--- src/hw/acs_defs.vh ---
// Summary of operation
// - protect bit 3 gates reference/monitor writes
// - reference switch bit 0 low isolates reference
// - divide field 10 gives converter clock /2
// - source bit 0 picks base peripheral clock
// - mode field 000 means one-shot
// - trigger field 00 means software start only
// - channel field 000 routes channel zero
// - group field 00 picks port zero group
// - extended input bit 0 keeps it deselected
// - resolution bit: 1 ten-bit, 0 eight-bit
// - wake bit 1 leaves standby
// - assist bit enables open-circuit assist
// - start flag 1 converts, 0 stops
`ifndef ACS_DEFS_VH
`define ACS_DEFS_VH
`define ACS_OFF_PROTECT   8'h00
`define ACS_OFF_REFSW     8'h04
`define ACS_OFF_MON0      8'h08
`define ACS_OFF_MON4      8'h18
`define ACS_OFF_MODE      8'h1C
`define ACS_OFF_INSEL     8'h20
`define ACS_OFF_CTRL0     8'h24
`define ACS_OFF_CTRL1     8'h28
`define ACS_OFF_STATUS    8'h2C
`define ACS_BIT_MONWE     3
`define ACS_BIT_REFCON    0
`define ACS_BIT_SRC       2
`define ACS_BIT_EXT       0
`define ACS_BIT_RES       4
`define ACS_BIT_WAKE      5
`define ACS_BIT_ASSIST    6
`define ACS_BIT_START     0
`define ACS_RST_BYTE      8'h00
`define ACS_RESP_OKAY     2'b00
`define ACS_RESP_SLVERR   2'b10
`define ACS_CONV_CYCLES   16'h0010
`endif

--- src/hw/acs_conv_seq.v ---
`timescale 1ns/1ps
`default_nettype none
module acs_conv_seq #(
  parameter [15:0] CONV_CYCLES = 16'h0010
)(
  // clocking
  input  wire        aclk,
  input  wire        aresetn,
  input  wire        ce,
  // control
  input  wire        start_set,
  input  wire        start_clr,
  input  wire        awake,
  input  wire        one_shot,
  input  wire        sw_trigger,
  // state
  output reg         busy,
  output reg         done
);
  reg [15:0] count;
  // one conversion timer; a clear stops it unless a qualified set comes with it, a set restarts it only when awake with software trigger
  always @(posedge aclk)
  begin
    if (!aresetn)
    begin
      busy  <= 1'b0;
      done  <= 1'b0;
      count <= 16'h0000;
    end
    else if (ce)
    begin
      if (start_set && awake && sw_trigger)
      begin
        busy  <= 1'b1;
        done  <= 1'b0;
        count <= CONV_CYCLES;
      end
      else if (start_clr || !awake)
        busy <= 1'b0;
      else if (busy)
      begin
        if (count == 16'h0001)
        begin
          busy <= !one_shot;
          done <= 1'b1;
          count <= CONV_CYCLES;
        end
        else
          count <= count - 16'h0001;
      end
    end
  end
endmodule
`default_nettype wire

--- src/hw/acs_reg8.v ---
`timescale 1ns/1ps
`default_nettype none
module acs_reg8 #(
  parameter [7:0] RESET_VALUE = 8'h00
)(
  // clocking
  input  wire       aclk,
  input  wire       aresetn,
  input  wire       ce,
  // write side
  input  wire       wr_en,
  input  wire [7:0] wr_data,
  input  wire [7:0] wr_mask,
  // value
  output reg  [7:0] q
);
  // masked byte store, frozen while clock enable is low
  always @(posedge aclk)
  begin
    if (!aresetn)
      q <= RESET_VALUE;
    else if (ce && wr_en)
      q <= (q & ~wr_mask) | (wr_data & wr_mask);
  end
endmodule
`default_nettype wire

--- src/hw/acs_top.v ---
// Chosen here: the register offsets and the AXI4-Lite interface to the registers.
`timescale 1ns/1ps
`default_nettype none
`include "acs_defs.vh"
module acs_top #(
  parameter [15:0] CONV_CYCLES = `ACS_CONV_CYCLES
)(
  // clocking
  input  wire        aclk,
  input  wire        aresetn,
  input  wire        ce,
  // axi4-lite write address
  input  wire [7:0]  s_axi_awaddr,
  input  wire        s_axi_awvalid,
  output wire        s_axi_awready,
  // axi4-lite write data
  input  wire [31:0] s_axi_wdata,
  input  wire [3:0]  s_axi_wstrb,
  input  wire        s_axi_wvalid,
  output wire        s_axi_wready,
  // axi4-lite write response
  output reg  [1:0]  s_axi_bresp,
  output reg         s_axi_bvalid,
  input  wire        s_axi_bready,
  // axi4-lite read address
  input  wire [7:0]  s_axi_araddr,
  input  wire        s_axi_arvalid,
  output wire        s_axi_arready,
  // axi4-lite read data
  output reg  [31:0] s_axi_rdata,
  output reg  [1:0]  s_axi_rresp,
  output reg         s_axi_rvalid,
  input  wire        s_axi_rready,
  // converter controls
  output wire        reference_to_input_connect,
  output wire [1:0]  clock_divide_sel,
  output wire        clock_source_pick,
  output wire [2:0]  op_mode_sel,
  output wire [1:0]  trigger_pick_sel,
  output wire [2:0]  channel_pick_sel,
  output wire [1:0]  input_group_pick,
  output wire        extended_input_pick,
  output wire        resolution_ten_bit,
  output wire        converter_wake,
  output wire        open_circuit_assist_enable,
  output wire        converting,
  output wire [39:0] monitor_ctrl_bytes
);
  // write channel holding
  reg        aw_held;
  reg [7:0]  aw_addr;
  reg        w_held;
  reg [7:0]  w_byte;
  reg        w_lane0;
  // write/read fire strobes, decode hits and read byte
  wire       wr_fire;
  wire       rd_fire;
  reg        wr_hit;
  reg  [7:0] rd_byte;
  reg        rd_hit;

  wire [7:0] write_protect_ctrl;
  wire [7:0] reference_switch_ctrl;
  wire [7:0] converter_mode_ctrl;
  wire [7:0] converter_input_select;
  wire [7:0] converter_control_one;
  wire [7:0] converter_control_zero;
  wire       conv_busy;
  wire       conv_done;

  // each address and data taken once, in either order
  assign s_axi_awready = !aw_held && !s_axi_bvalid;
  assign s_axi_wready  = !w_held && !s_axi_bvalid;
  assign s_axi_arready = !s_axi_rvalid;
  assign wr_fire = aw_held && w_held && ce;
  assign rd_fire = s_axi_arvalid && s_axi_arready && ce;

  // capture write address and data
  always @(posedge aclk)
  begin
    if (!aresetn)
    begin
      aw_held <= 1'b0;
      aw_addr <= 8'h00;
      w_held  <= 1'b0;
      w_byte  <= 8'h00;
      w_lane0 <= 1'b0;
    end
    else if (ce)
    begin
      if (s_axi_awvalid && s_axi_awready)
      begin
        aw_held <= 1'b1;
        aw_addr <= s_axi_awaddr;
      end
      else if (wr_fire)
        aw_held <= 1'b0;
      if (s_axi_wvalid && s_axi_wready)
      begin
        w_held  <= 1'b1;
        w_byte  <= s_axi_wdata[7:0];
        w_lane0 <= s_axi_wstrb[0];
      end
      else if (wr_fire)
        w_held <= 1'b0;
    end
  end

  // protected set: reference switch and the five monitor bytes
  wire mon_we = write_protect_ctrl[`ACS_BIT_MONWE];
  wire [7:0] lane_mask = w_lane0 ? 8'hFF : 8'h00;

  // address decode; a blocked protected write is acked but dropped
  always @*
  begin
    wr_hit = 1'b0;
    case ({aw_addr[7:2], 2'b00})
      `ACS_OFF_PROTECT, `ACS_OFF_REFSW, `ACS_OFF_MODE, `ACS_OFF_INSEL,
      `ACS_OFF_CTRL0, `ACS_OFF_CTRL1, `ACS_OFF_STATUS: wr_hit = 1'b1;
      default: wr_hit = (aw_addr >= `ACS_OFF_MON0) && (aw_addr <= (`ACS_OFF_MON4 + 8'h03));
    endcase
  end

  wire wr_prot  = wr_fire && ({aw_addr[7:2], 2'b00} == `ACS_OFF_PROTECT);
  wire wr_ref   = wr_fire && ({aw_addr[7:2], 2'b00} == `ACS_OFF_REFSW) && mon_we;
  wire wr_mode  = wr_fire && ({aw_addr[7:2], 2'b00} == `ACS_OFF_MODE);
  wire wr_insel = wr_fire && ({aw_addr[7:2], 2'b00} == `ACS_OFF_INSEL);
  wire wr_c0    = wr_fire && ({aw_addr[7:2], 2'b00} == `ACS_OFF_CTRL0);
  wire wr_c1    = wr_fire && ({aw_addr[7:2], 2'b00} == `ACS_OFF_CTRL1);

  acs_reg8 u_prot (.aclk(aclk), .aresetn(aresetn), .ce(ce), .wr_en(wr_prot),
    .wr_data(w_byte), .wr_mask(lane_mask), .q(write_protect_ctrl));
  acs_reg8 u_ref (.aclk(aclk), .aresetn(aresetn), .ce(ce), .wr_en(wr_ref),
    .wr_data(w_byte), .wr_mask(lane_mask), .q(reference_switch_ctrl));
  acs_reg8 u_mode (.aclk(aclk), .aresetn(aresetn), .ce(ce), .wr_en(wr_mode),
    .wr_data(w_byte), .wr_mask(lane_mask), .q(converter_mode_ctrl));
  acs_reg8 u_insel (.aclk(aclk), .aresetn(aresetn), .ce(ce), .wr_en(wr_insel),
    .wr_data(w_byte), .wr_mask(lane_mask), .q(converter_input_select));
  acs_reg8 u_c1 (.aclk(aclk), .aresetn(aresetn), .ce(ce), .wr_en(wr_c1),
    .wr_data(w_byte), .wr_mask(lane_mask), .q(converter_control_one));

  // five voltage-monitor bytes, all behind the same gate
  genvar gi;
  generate
    for (gi = 0; gi < 5; gi = gi + 1)
    begin : g_mon
      // byte address of this monitor slot, kept at full width for the compare
      localparam integer MON_OFF = `ACS_OFF_MON0 + 4 * gi;
      wire wr_mon = wr_fire && mon_we &&
        ({24'h00_0000, aw_addr[7:2], 2'b00} == MON_OFF);
      acs_reg8 u_mon (.aclk(aclk), .aresetn(aresetn), .ce(ce), .wr_en(wr_mon),
        .wr_data(w_byte), .wr_mask(lane_mask), .q(monitor_ctrl_bytes[gi*8 +: 8]));
    end
  endgenerate

  // control zero: start flag readback follows the sequencer
  wire start_set = wr_c0 && w_lane0 && w_byte[`ACS_BIT_START];
  wire start_clr = wr_c0 && w_lane0 && !w_byte[`ACS_BIT_START];
  assign converter_control_zero = {7'b000_0000, conv_busy};

  acs_conv_seq #(.CONV_CYCLES(CONV_CYCLES)) u_seq (
    .aclk       (aclk),
    .aresetn    (aresetn),
    .ce         (ce),
    .start_set  (start_set),
    .start_clr  (start_clr),
    .awake      (converter_wake),
    .one_shot   (op_mode_sel == 3'b000),
    .sw_trigger (trigger_pick_sel == 2'b00),
    .busy       (conv_busy),
    .done       (conv_done)
  );

  // field breakout to the analog core
  assign reference_to_input_connect = reference_switch_ctrl[`ACS_BIT_REFCON];
  assign clock_divide_sel           = converter_mode_ctrl[1:0];
  assign clock_source_pick          = converter_mode_ctrl[`ACS_BIT_SRC];
  assign op_mode_sel                = converter_mode_ctrl[5:3];
  assign trigger_pick_sel           = converter_mode_ctrl[7:6];
  assign channel_pick_sel           = converter_input_select[2:0];
  assign input_group_pick           = converter_input_select[7:6];
  assign extended_input_pick        = converter_control_one[`ACS_BIT_EXT];
  assign resolution_ten_bit         = converter_control_one[`ACS_BIT_RES];
  assign converter_wake             = converter_control_one[`ACS_BIT_WAKE];
  assign open_circuit_assist_enable = converter_control_one[`ACS_BIT_ASSIST];
  assign converting                 = conv_busy;

  // write response one cycle after both halves are in
  always @(posedge aclk)
  begin
    if (!aresetn)
    begin
      s_axi_bvalid <= 1'b0;
      s_axi_bresp  <= `ACS_RESP_OKAY;
    end
    else if (ce)
    begin
      if (wr_fire)
      begin
        s_axi_bvalid <= 1'b1;
        s_axi_bresp  <= wr_hit ? `ACS_RESP_OKAY : `ACS_RESP_SLVERR;
      end
      else if (s_axi_bready)
        s_axi_bvalid <= 1'b0;
    end
  end

  // read mux; protected registers always readable
  always @*
  begin
    rd_byte = 8'h00;
    rd_hit  = 1'b1;
    case ({s_axi_araddr[7:2], 2'b00})
      `ACS_OFF_PROTECT: rd_byte = write_protect_ctrl;
      `ACS_OFF_REFSW:   rd_byte = reference_switch_ctrl;
      `ACS_OFF_MODE:    rd_byte = converter_mode_ctrl;
      `ACS_OFF_INSEL:   rd_byte = converter_input_select;
      `ACS_OFF_CTRL0:   rd_byte = converter_control_zero;
      `ACS_OFF_CTRL1:   rd_byte = converter_control_one;
      `ACS_OFF_STATUS:  rd_byte = {6'b00_0000, conv_done, conv_busy};
      default:
      begin
        if (s_axi_araddr >= `ACS_OFF_MON0 && s_axi_araddr <= (`ACS_OFF_MON4 + 8'h03))
          rd_byte = monitor_ctrl_bytes[((s_axi_araddr - `ACS_OFF_MON0) >> 2) * 8 +: 8];
        else
          rd_hit = 1'b0;
      end
    endcase
  end

  // read data registered, held until taken
  always @(posedge aclk)
  begin
    if (!aresetn)
    begin
      s_axi_rvalid <= 1'b0;
      s_axi_rdata  <= 32'h0000_0000;
      s_axi_rresp  <= `ACS_RESP_OKAY;
    end
    else if (ce)
    begin
      if (rd_fire)
      begin
        s_axi_rvalid <= 1'b1;
        s_axi_rdata  <= {24'h00_0000, rd_byte};
        s_axi_rresp  <= rd_hit ? `ACS_RESP_OKAY : `ACS_RESP_SLVERR;
      end
      else if (s_axi_rready)
        s_axi_rvalid <= 1'b0;
    end
  end
endmodule
`default_nettype wire

--- config.mk ---
export PLATFORM = sky130hd
export DESIGN_NAME = acs_top
export DESIGN_NICKNAME = d
export VERILOG_FILES = /design/src/hw/acs_conv_seq.v /design/src/hw/acs_reg8.v /design/src/hw/acs_top.v
export VERILOG_INCLUDE_DIRS = /design/src /design/src/hw
export SDC_FILE = /design/constraint.sdc
export NUM_CORES = 1
export LEC_CHECK = 0
export BUFFER_PORTS_ARGS = -buffer_cell sky130_fd_sc_hd__buf_2
export CORE_MARGIN = 2
export CORE_UTILIZATION = 53
export DETAILED_ROUTE_END_ITERATION = 8
export PLACE_DENSITY = 0.91
export REMOVE_ABC_BUFFERS = 1
export SYNTH_ARGS = -nofsm -noshare
export SYNTH_HDL_FRONTEND = slang
export SYNTH_SLANG_ARGS = --single-unit
--- constraint.sdc ---
create_clock -name aclk -period 2.95 [get_ports aclk]
set_input_delay 0.4425 -clock aclk [delete_from_list [all_inputs] [get_ports aclk]]
set_output_delay 0.4425 -clock aclk [all_outputs]
set_load 0.02 [all_outputs]
# Word level (Yosys, flattened, before mapping)

Cells that the tools add are included.

Equal/unequal tests: 19
Reductions and logical operators: 68
$add $sub $neg: 2
Bitwise logic cells: 22
Muxes and demuxes: 27
Shifts and indexed selects: 1
Order comparisons: 4

Operators by type and width:

| cell                                                              | count |
|---|---|
| bitwise AND 8 bit                                                 | 11 |
| OR 8 bit                                                          | 10 |
| two-way mux 16 bit                                                | 4 |
| one-hot mux 8 bit (7 select lines)                                | 1 |
| == test 6 x 4 -> 1 bit, second input constant                     | 8 |
| indexed part select 40 x 33 -> 8 bit                              | 1 |
| logical AND 1 bit                                                 | 38 |
| == test 6 x 3 -> 1 bit, second input constant                     | 5 |
| two-way mux 1 bit                                                 | 18 |
| == test 16 x 1 -> 1 bit, second input constant                    | 1 |
| greater-or-equal comparator 8 x 4 -> 1 bit, second input constant | 2 |
| less-or-equal comparator 8 x 5 -> 1 bit, second input constant    | 2 |
| two-way mux 8 bit                                                 | 2 |
| AND reduction 2 bit                                               | 8 |
| subtractor 16 x 1 -> 16 bit, second input constant                | 1 |
| OR reduction 7 bit                                                | 2 |
| == test 6 x 1 -> 1 bit, second input constant                     | 2 |
| == test 6 x 2 -> 1 bit, second input constant                     | 2 |
| zero test 6 bit                                                   | 2 |
| nonzero test 2 bit                                                | 6 |
| subtractor 8 x 4 -> 9 bit, second input constant                  | 1 |
| NOT 8 bit                                                         | 1 |
| zero test 1 bit                                                   | 7 |
| two-way mux 2 bit                                                 | 2 |
| 6 further kinds                                                   | 6 |

Bits in registers: 131
Bits of input ports: 60
Logic and storage cells: 166

# Logic depth before layout (Yosys ltp)

Depth in word-level cells: 9
Mapped depth: 10
Mapped depth without buffers: 7

# Cells and area by module

From an unflattened synthesis, not the netlist that was laid out.

Cells, all modules: 843
Area, all modules: 6940.4 um^2

By module, submodules not included:

| module       | instances | cells each | area an instance (um^2) |
|---|---|---|---|
| acs_reg8     | 10        | 44         | 369.1 |
| acs_top      | 1         | 284        | 2247.2 |
| acs_conv_seq | 1         | 119        | 1002.2 |

# Least setup slack after synthesis

Ideal clock, no wire load.

Kind: input-to-reg
From: input port s_axi_araddr[3]
To: register s_axi_rdata[6]
Arrival: 2.267 ns
Setup slack: 0.552 ns
Setup time: 0.130 ns
Cell stages on the path: 10
Buffers on the path: 3
Path through: clkbuf_1 buf_1 inv_1 ha_1 clkbuf_1 a21oi_1 a2bb2oi_1 a21oi_1 a22oi_1 o211ai_1

Longest elaborated chain between the ends: 4

RTL lines:

| element                                                                          | line                         | RTL |
|---|---|---|
| start, declared                                                                  | acs_top.v:26                 | `input wire [7:0] s_axi_araddr,` |
| subtractor 8 x 4 -> 9 bit (no source line), or another cell as far along         | --                           |  |
| indexed part select 40 x 33 -> 8 bit / logical AND 1 bit (equally long branches) | acs_top.v:224, acs_top.v:223 |  |
| two-way mux 8 bit                                                                | acs_top.v:223                | `` if (s_axi_araddr >= `ACS_OFF_MON0 && s_axi_araddr <= (`ACS_OFF_MON4 + 8'h03)) `` |
| one-hot mux 8 bit (7 select lines) (*)                                           | acs_top.v:213                | `case ({s_axi_araddr[7:2], 2'b00})` |
| end signal, assigned                                                             | acs_top.v:245                | `s_axi_rdata <= {24'h00_0000, rd_byte};` |
| end, declared                                                                    | acs_top.v:30                 | `output reg [31:0] s_axi_rdata,` |

Every way passes the cells marked *; elsewhere a longest branch is shown, timed or not.
A chain may end at the register's enable or synchronous reset.

# Worst setup path after layout

From: register u_seq.count[6]
To: register u_seq.count[6]

Longest elaborated chain between the ends: 5

RTL lines:

| element                                                                       | line                                 | RTL |
|---|---|---|
| start, declared                                                               | acs_conv_seq.v:20                    | `reg [15:0] count;` |
| start signal, assigned                                                        | acs_conv_seq.v:49                    | `count <= count - 16'h0001;` |
| subtractor 16 x 1 -> 16 bit / == test 16 x 1 -> 1 bit (equally long branches) | acs_conv_seq.v:49, acs_conv_seq.v:42 |  |
| two-way mux 16 bit (*)                                                        | acs_conv_seq.v:42                    | `if (count == 16'h0001)` |
| two-way mux 16 bit (*)                                                        | acs_conv_seq.v:40                    | `else if (busy)` |
| two-way mux 16 bit (*)                                                        | acs_conv_seq.v:38                    | `else if (start_clr \|\| !awake)` |
| two-way mux 16 bit (*)                                                        | acs_conv_seq.v:32                    | `if (start_set && awake && sw_trigger)` |

Every way passes the cells marked *; elsewhere a longest branch is shown, timed or not. The select of a mux whose other input is x is not followed.

==> metrics.txt <==
GRT Total Usage=30.5%; Lkg Pwr=2.99 nW; post-CTS sizing=0; #FFs+latches synth=127; initial core utilization=54.7%; FP Rows=38; Final TNS setup=0 ns; Detailed Place HPWL=11100 µm; dpl cell area=0.00647 mm²; worst hold path class=input port to flop; critical path type=flop to flop; CP bufs+invs=0; full die area=0.0121 mm²; post-synth cell types=54; VDD IR max=0.000494 V; Critical Path RT=3.22 ns; Clk Latency, worst-skew pair=0.41 ns; Cell Chain, Critical Path=or4_1, nor4_4, a21boi_1, o31ai_4, nor2_1; Yosys top cell area share=42.5%; RSZ-0062 raised after global routing=false; Setup WS post-layout=0.576 ns; total power=4.25 mW; CP delay by family, top=simple AND/OR/NAND/NOR gates; initial antenna violation count=0; Initial DRC Count=799; Layout area overhead=19.0%; crit path time final=2.37 ns; Inst Count DP=926; vias in the first global route=5630; Core ar.=0.0109 mm²; Syn Area/Cell=8.29 µm²; fin cells=957; total number of vias=5977; 1st-pass router iterations=6; commonest non-fill, non-tap cells in the layout=dfxtp_1, buf_2, nand2_1, a21oi_1, nor2_1; relative max-transition margin=49.6%; Arr. time, crit path=2.64 ns; Pwr Density=598 mW/mm²; Final ANT Viol Nets=0; filler instances=843; sequential area share after synthesis=42.5%; routed vias/inst=6.25; Max Cap Viol=0; final WL=18100 µm; ANT cells=0; Post-route DRC=0; DIE WIDTH=110 µm; Die Ht=110 µm; Top FF cell, synth=dfxtp_1; root buffer cell=clkbuf_16; setup bufs post-CTS=0; Syn Std Cell Area=0.00598 mm²; Worst-path clk slew=0.06 ns; CP max stage delay=0.67 ns; Post-Syn Instances=721; worst slew pin tran=0.754 ns; DR WL/cell=19.0 µm; Setup Skew=0.00842 ns; CTS tree=done; Tcrit/Tclk final=80.5%; most common cell after layout, fill and taps aside=dfxtp_1; Critical Path Fanout Max=15; nets=868; final setup violation count=0; htree depth=4; grt ovf=0; kind of start point of the critical path=flop; CP endpoint kind=flop; Synth Warn #=0; Synth area leader=dfxtp_1; first-pass GRT wire length=28400 µm; synth top area cells=dfxtp_1, mux2i_1, a21oi_1, nand2_1, nor2_1; Fin Hold WS=0.263 ns; slowest library cell on the worst path=or4_1; Final Slew Violations=0; Port Buffers=104; R2R setup slack=0.58 ns; largest net degree at the start of global routing=103; status=finished, final reports clean; hold buffer count at CTS=0; clock tree sinks=127; CTS Buf Count=17; final hold vios=0; io pins=160; final core occ=65.0%; gpl congestion=0.924; pre-CTS setup slack=0.634 ns; fin area=0.00711 mm²; Max Freq=421 MHz; Post-synth EDFFs=0; FFs w/ async S/R, synth=0%; share of cells above drive strength 1=20.7%; Longest Clk Path Bufs=2
## cell type report
type | instances | area [µm²] | share of cell area, %
Multi-Input combinational cell | 529 | 3060 | 43.1
Tap cell | 140 | 175 | 2.46
Clock buffer | 22 | 484 | 6.81
Inverter | 10 | 37.5 | 0.528
Timing Repair Buffer | 120 | 653 | 9.18
Sequential cell | 127 | 2540 | 35.7
Clock inverter | 9 | 156 | 2.20
## logic make-up after synthesis
group / after synthesis / share of synthesized area (%)
and+or+nand+nor: 251 / 20.1
AOI/OAI and AO/OA: 184 / 18.1
DFF: 127 / 42.5
buffers and inverters: 90 / 7.79
muxes: 55 / 9.40
xor gates and xnor gates: 10 / 1.47
adders and majority gates: 3 / 0.628
other: 1 / 0.0627
## synthesized netlist by cell type (all sizes together) (2+ instances only)
cell type	n
o21ai	55
nor2	77
ha	3
a31oi	4
a22oi	6
nor3	12
nor4bb	2
inv	9
a2bb2oi	6
xor2	8
nand2b	2
or3b	2
and3b	2
mux2i	46
clkbuf	43
or4	5
xnor2	2
nand3b	8
nand3	12
a221oi	10
or3	8
dfxtp	127
nor4	4
buf	37
and3	6
o211ai	9
a21oi	83
nand2	94
o31ai	2
nand4	14
mux2	9
## metal layers
layer	routed length, µm	share of wire (%)	track usage (%)	up-vias
met1	6850	38	37.4	2765
li1	-	-	-	2662
met3	1830	10	7.23	118
met5	0	0	0	-
met2	8380	46	48.1	432
met4	1080	5.9	19.2	0
## report_power, final
group / switching [mW] / internal [mW] / total, mW
logic: 0.169 / 0.0705 / 0.239
clock network: 0.754 / 1.50 / 2.25
registers: 0.0318 / 1.73 / 1.76
total: 0.955 / 3.30 / 4.25
## worst register-to-register path, cell delays in order, from the launching register on
cell      delay, ns
dfxtp_1        0.34
or4_1          0.67
nor4_4         0.34
a21boi_1       0.16
o31ai_4        0.58
nor2_1         0.14
## worst paths after layout
| check | startpoint | to | depth (start not counted) |
|---|---|---|---|
| max reg2reg | u_seq.count[6]$_SDFFE_PN0P_ | u_seq.count[6]$_SDFFE_PN0P_ | 5 |
| min | s_axi_wdata[7] | w_byte[7]$_SDFFE_PN0P_ | 3 |
| min reg2reg | u_seq.count[14]$_SDFFE_PN0P_ | u_seq.count[14]$_SDFFE_PN0P_ | 2 |
| max | u_seq.count[6]$_SDFFE_PN0P_ | u_seq.count[6]$_SDFFE_PN0P_ | 5 |
Note: power is estimated with default switching activity, not from simulation.
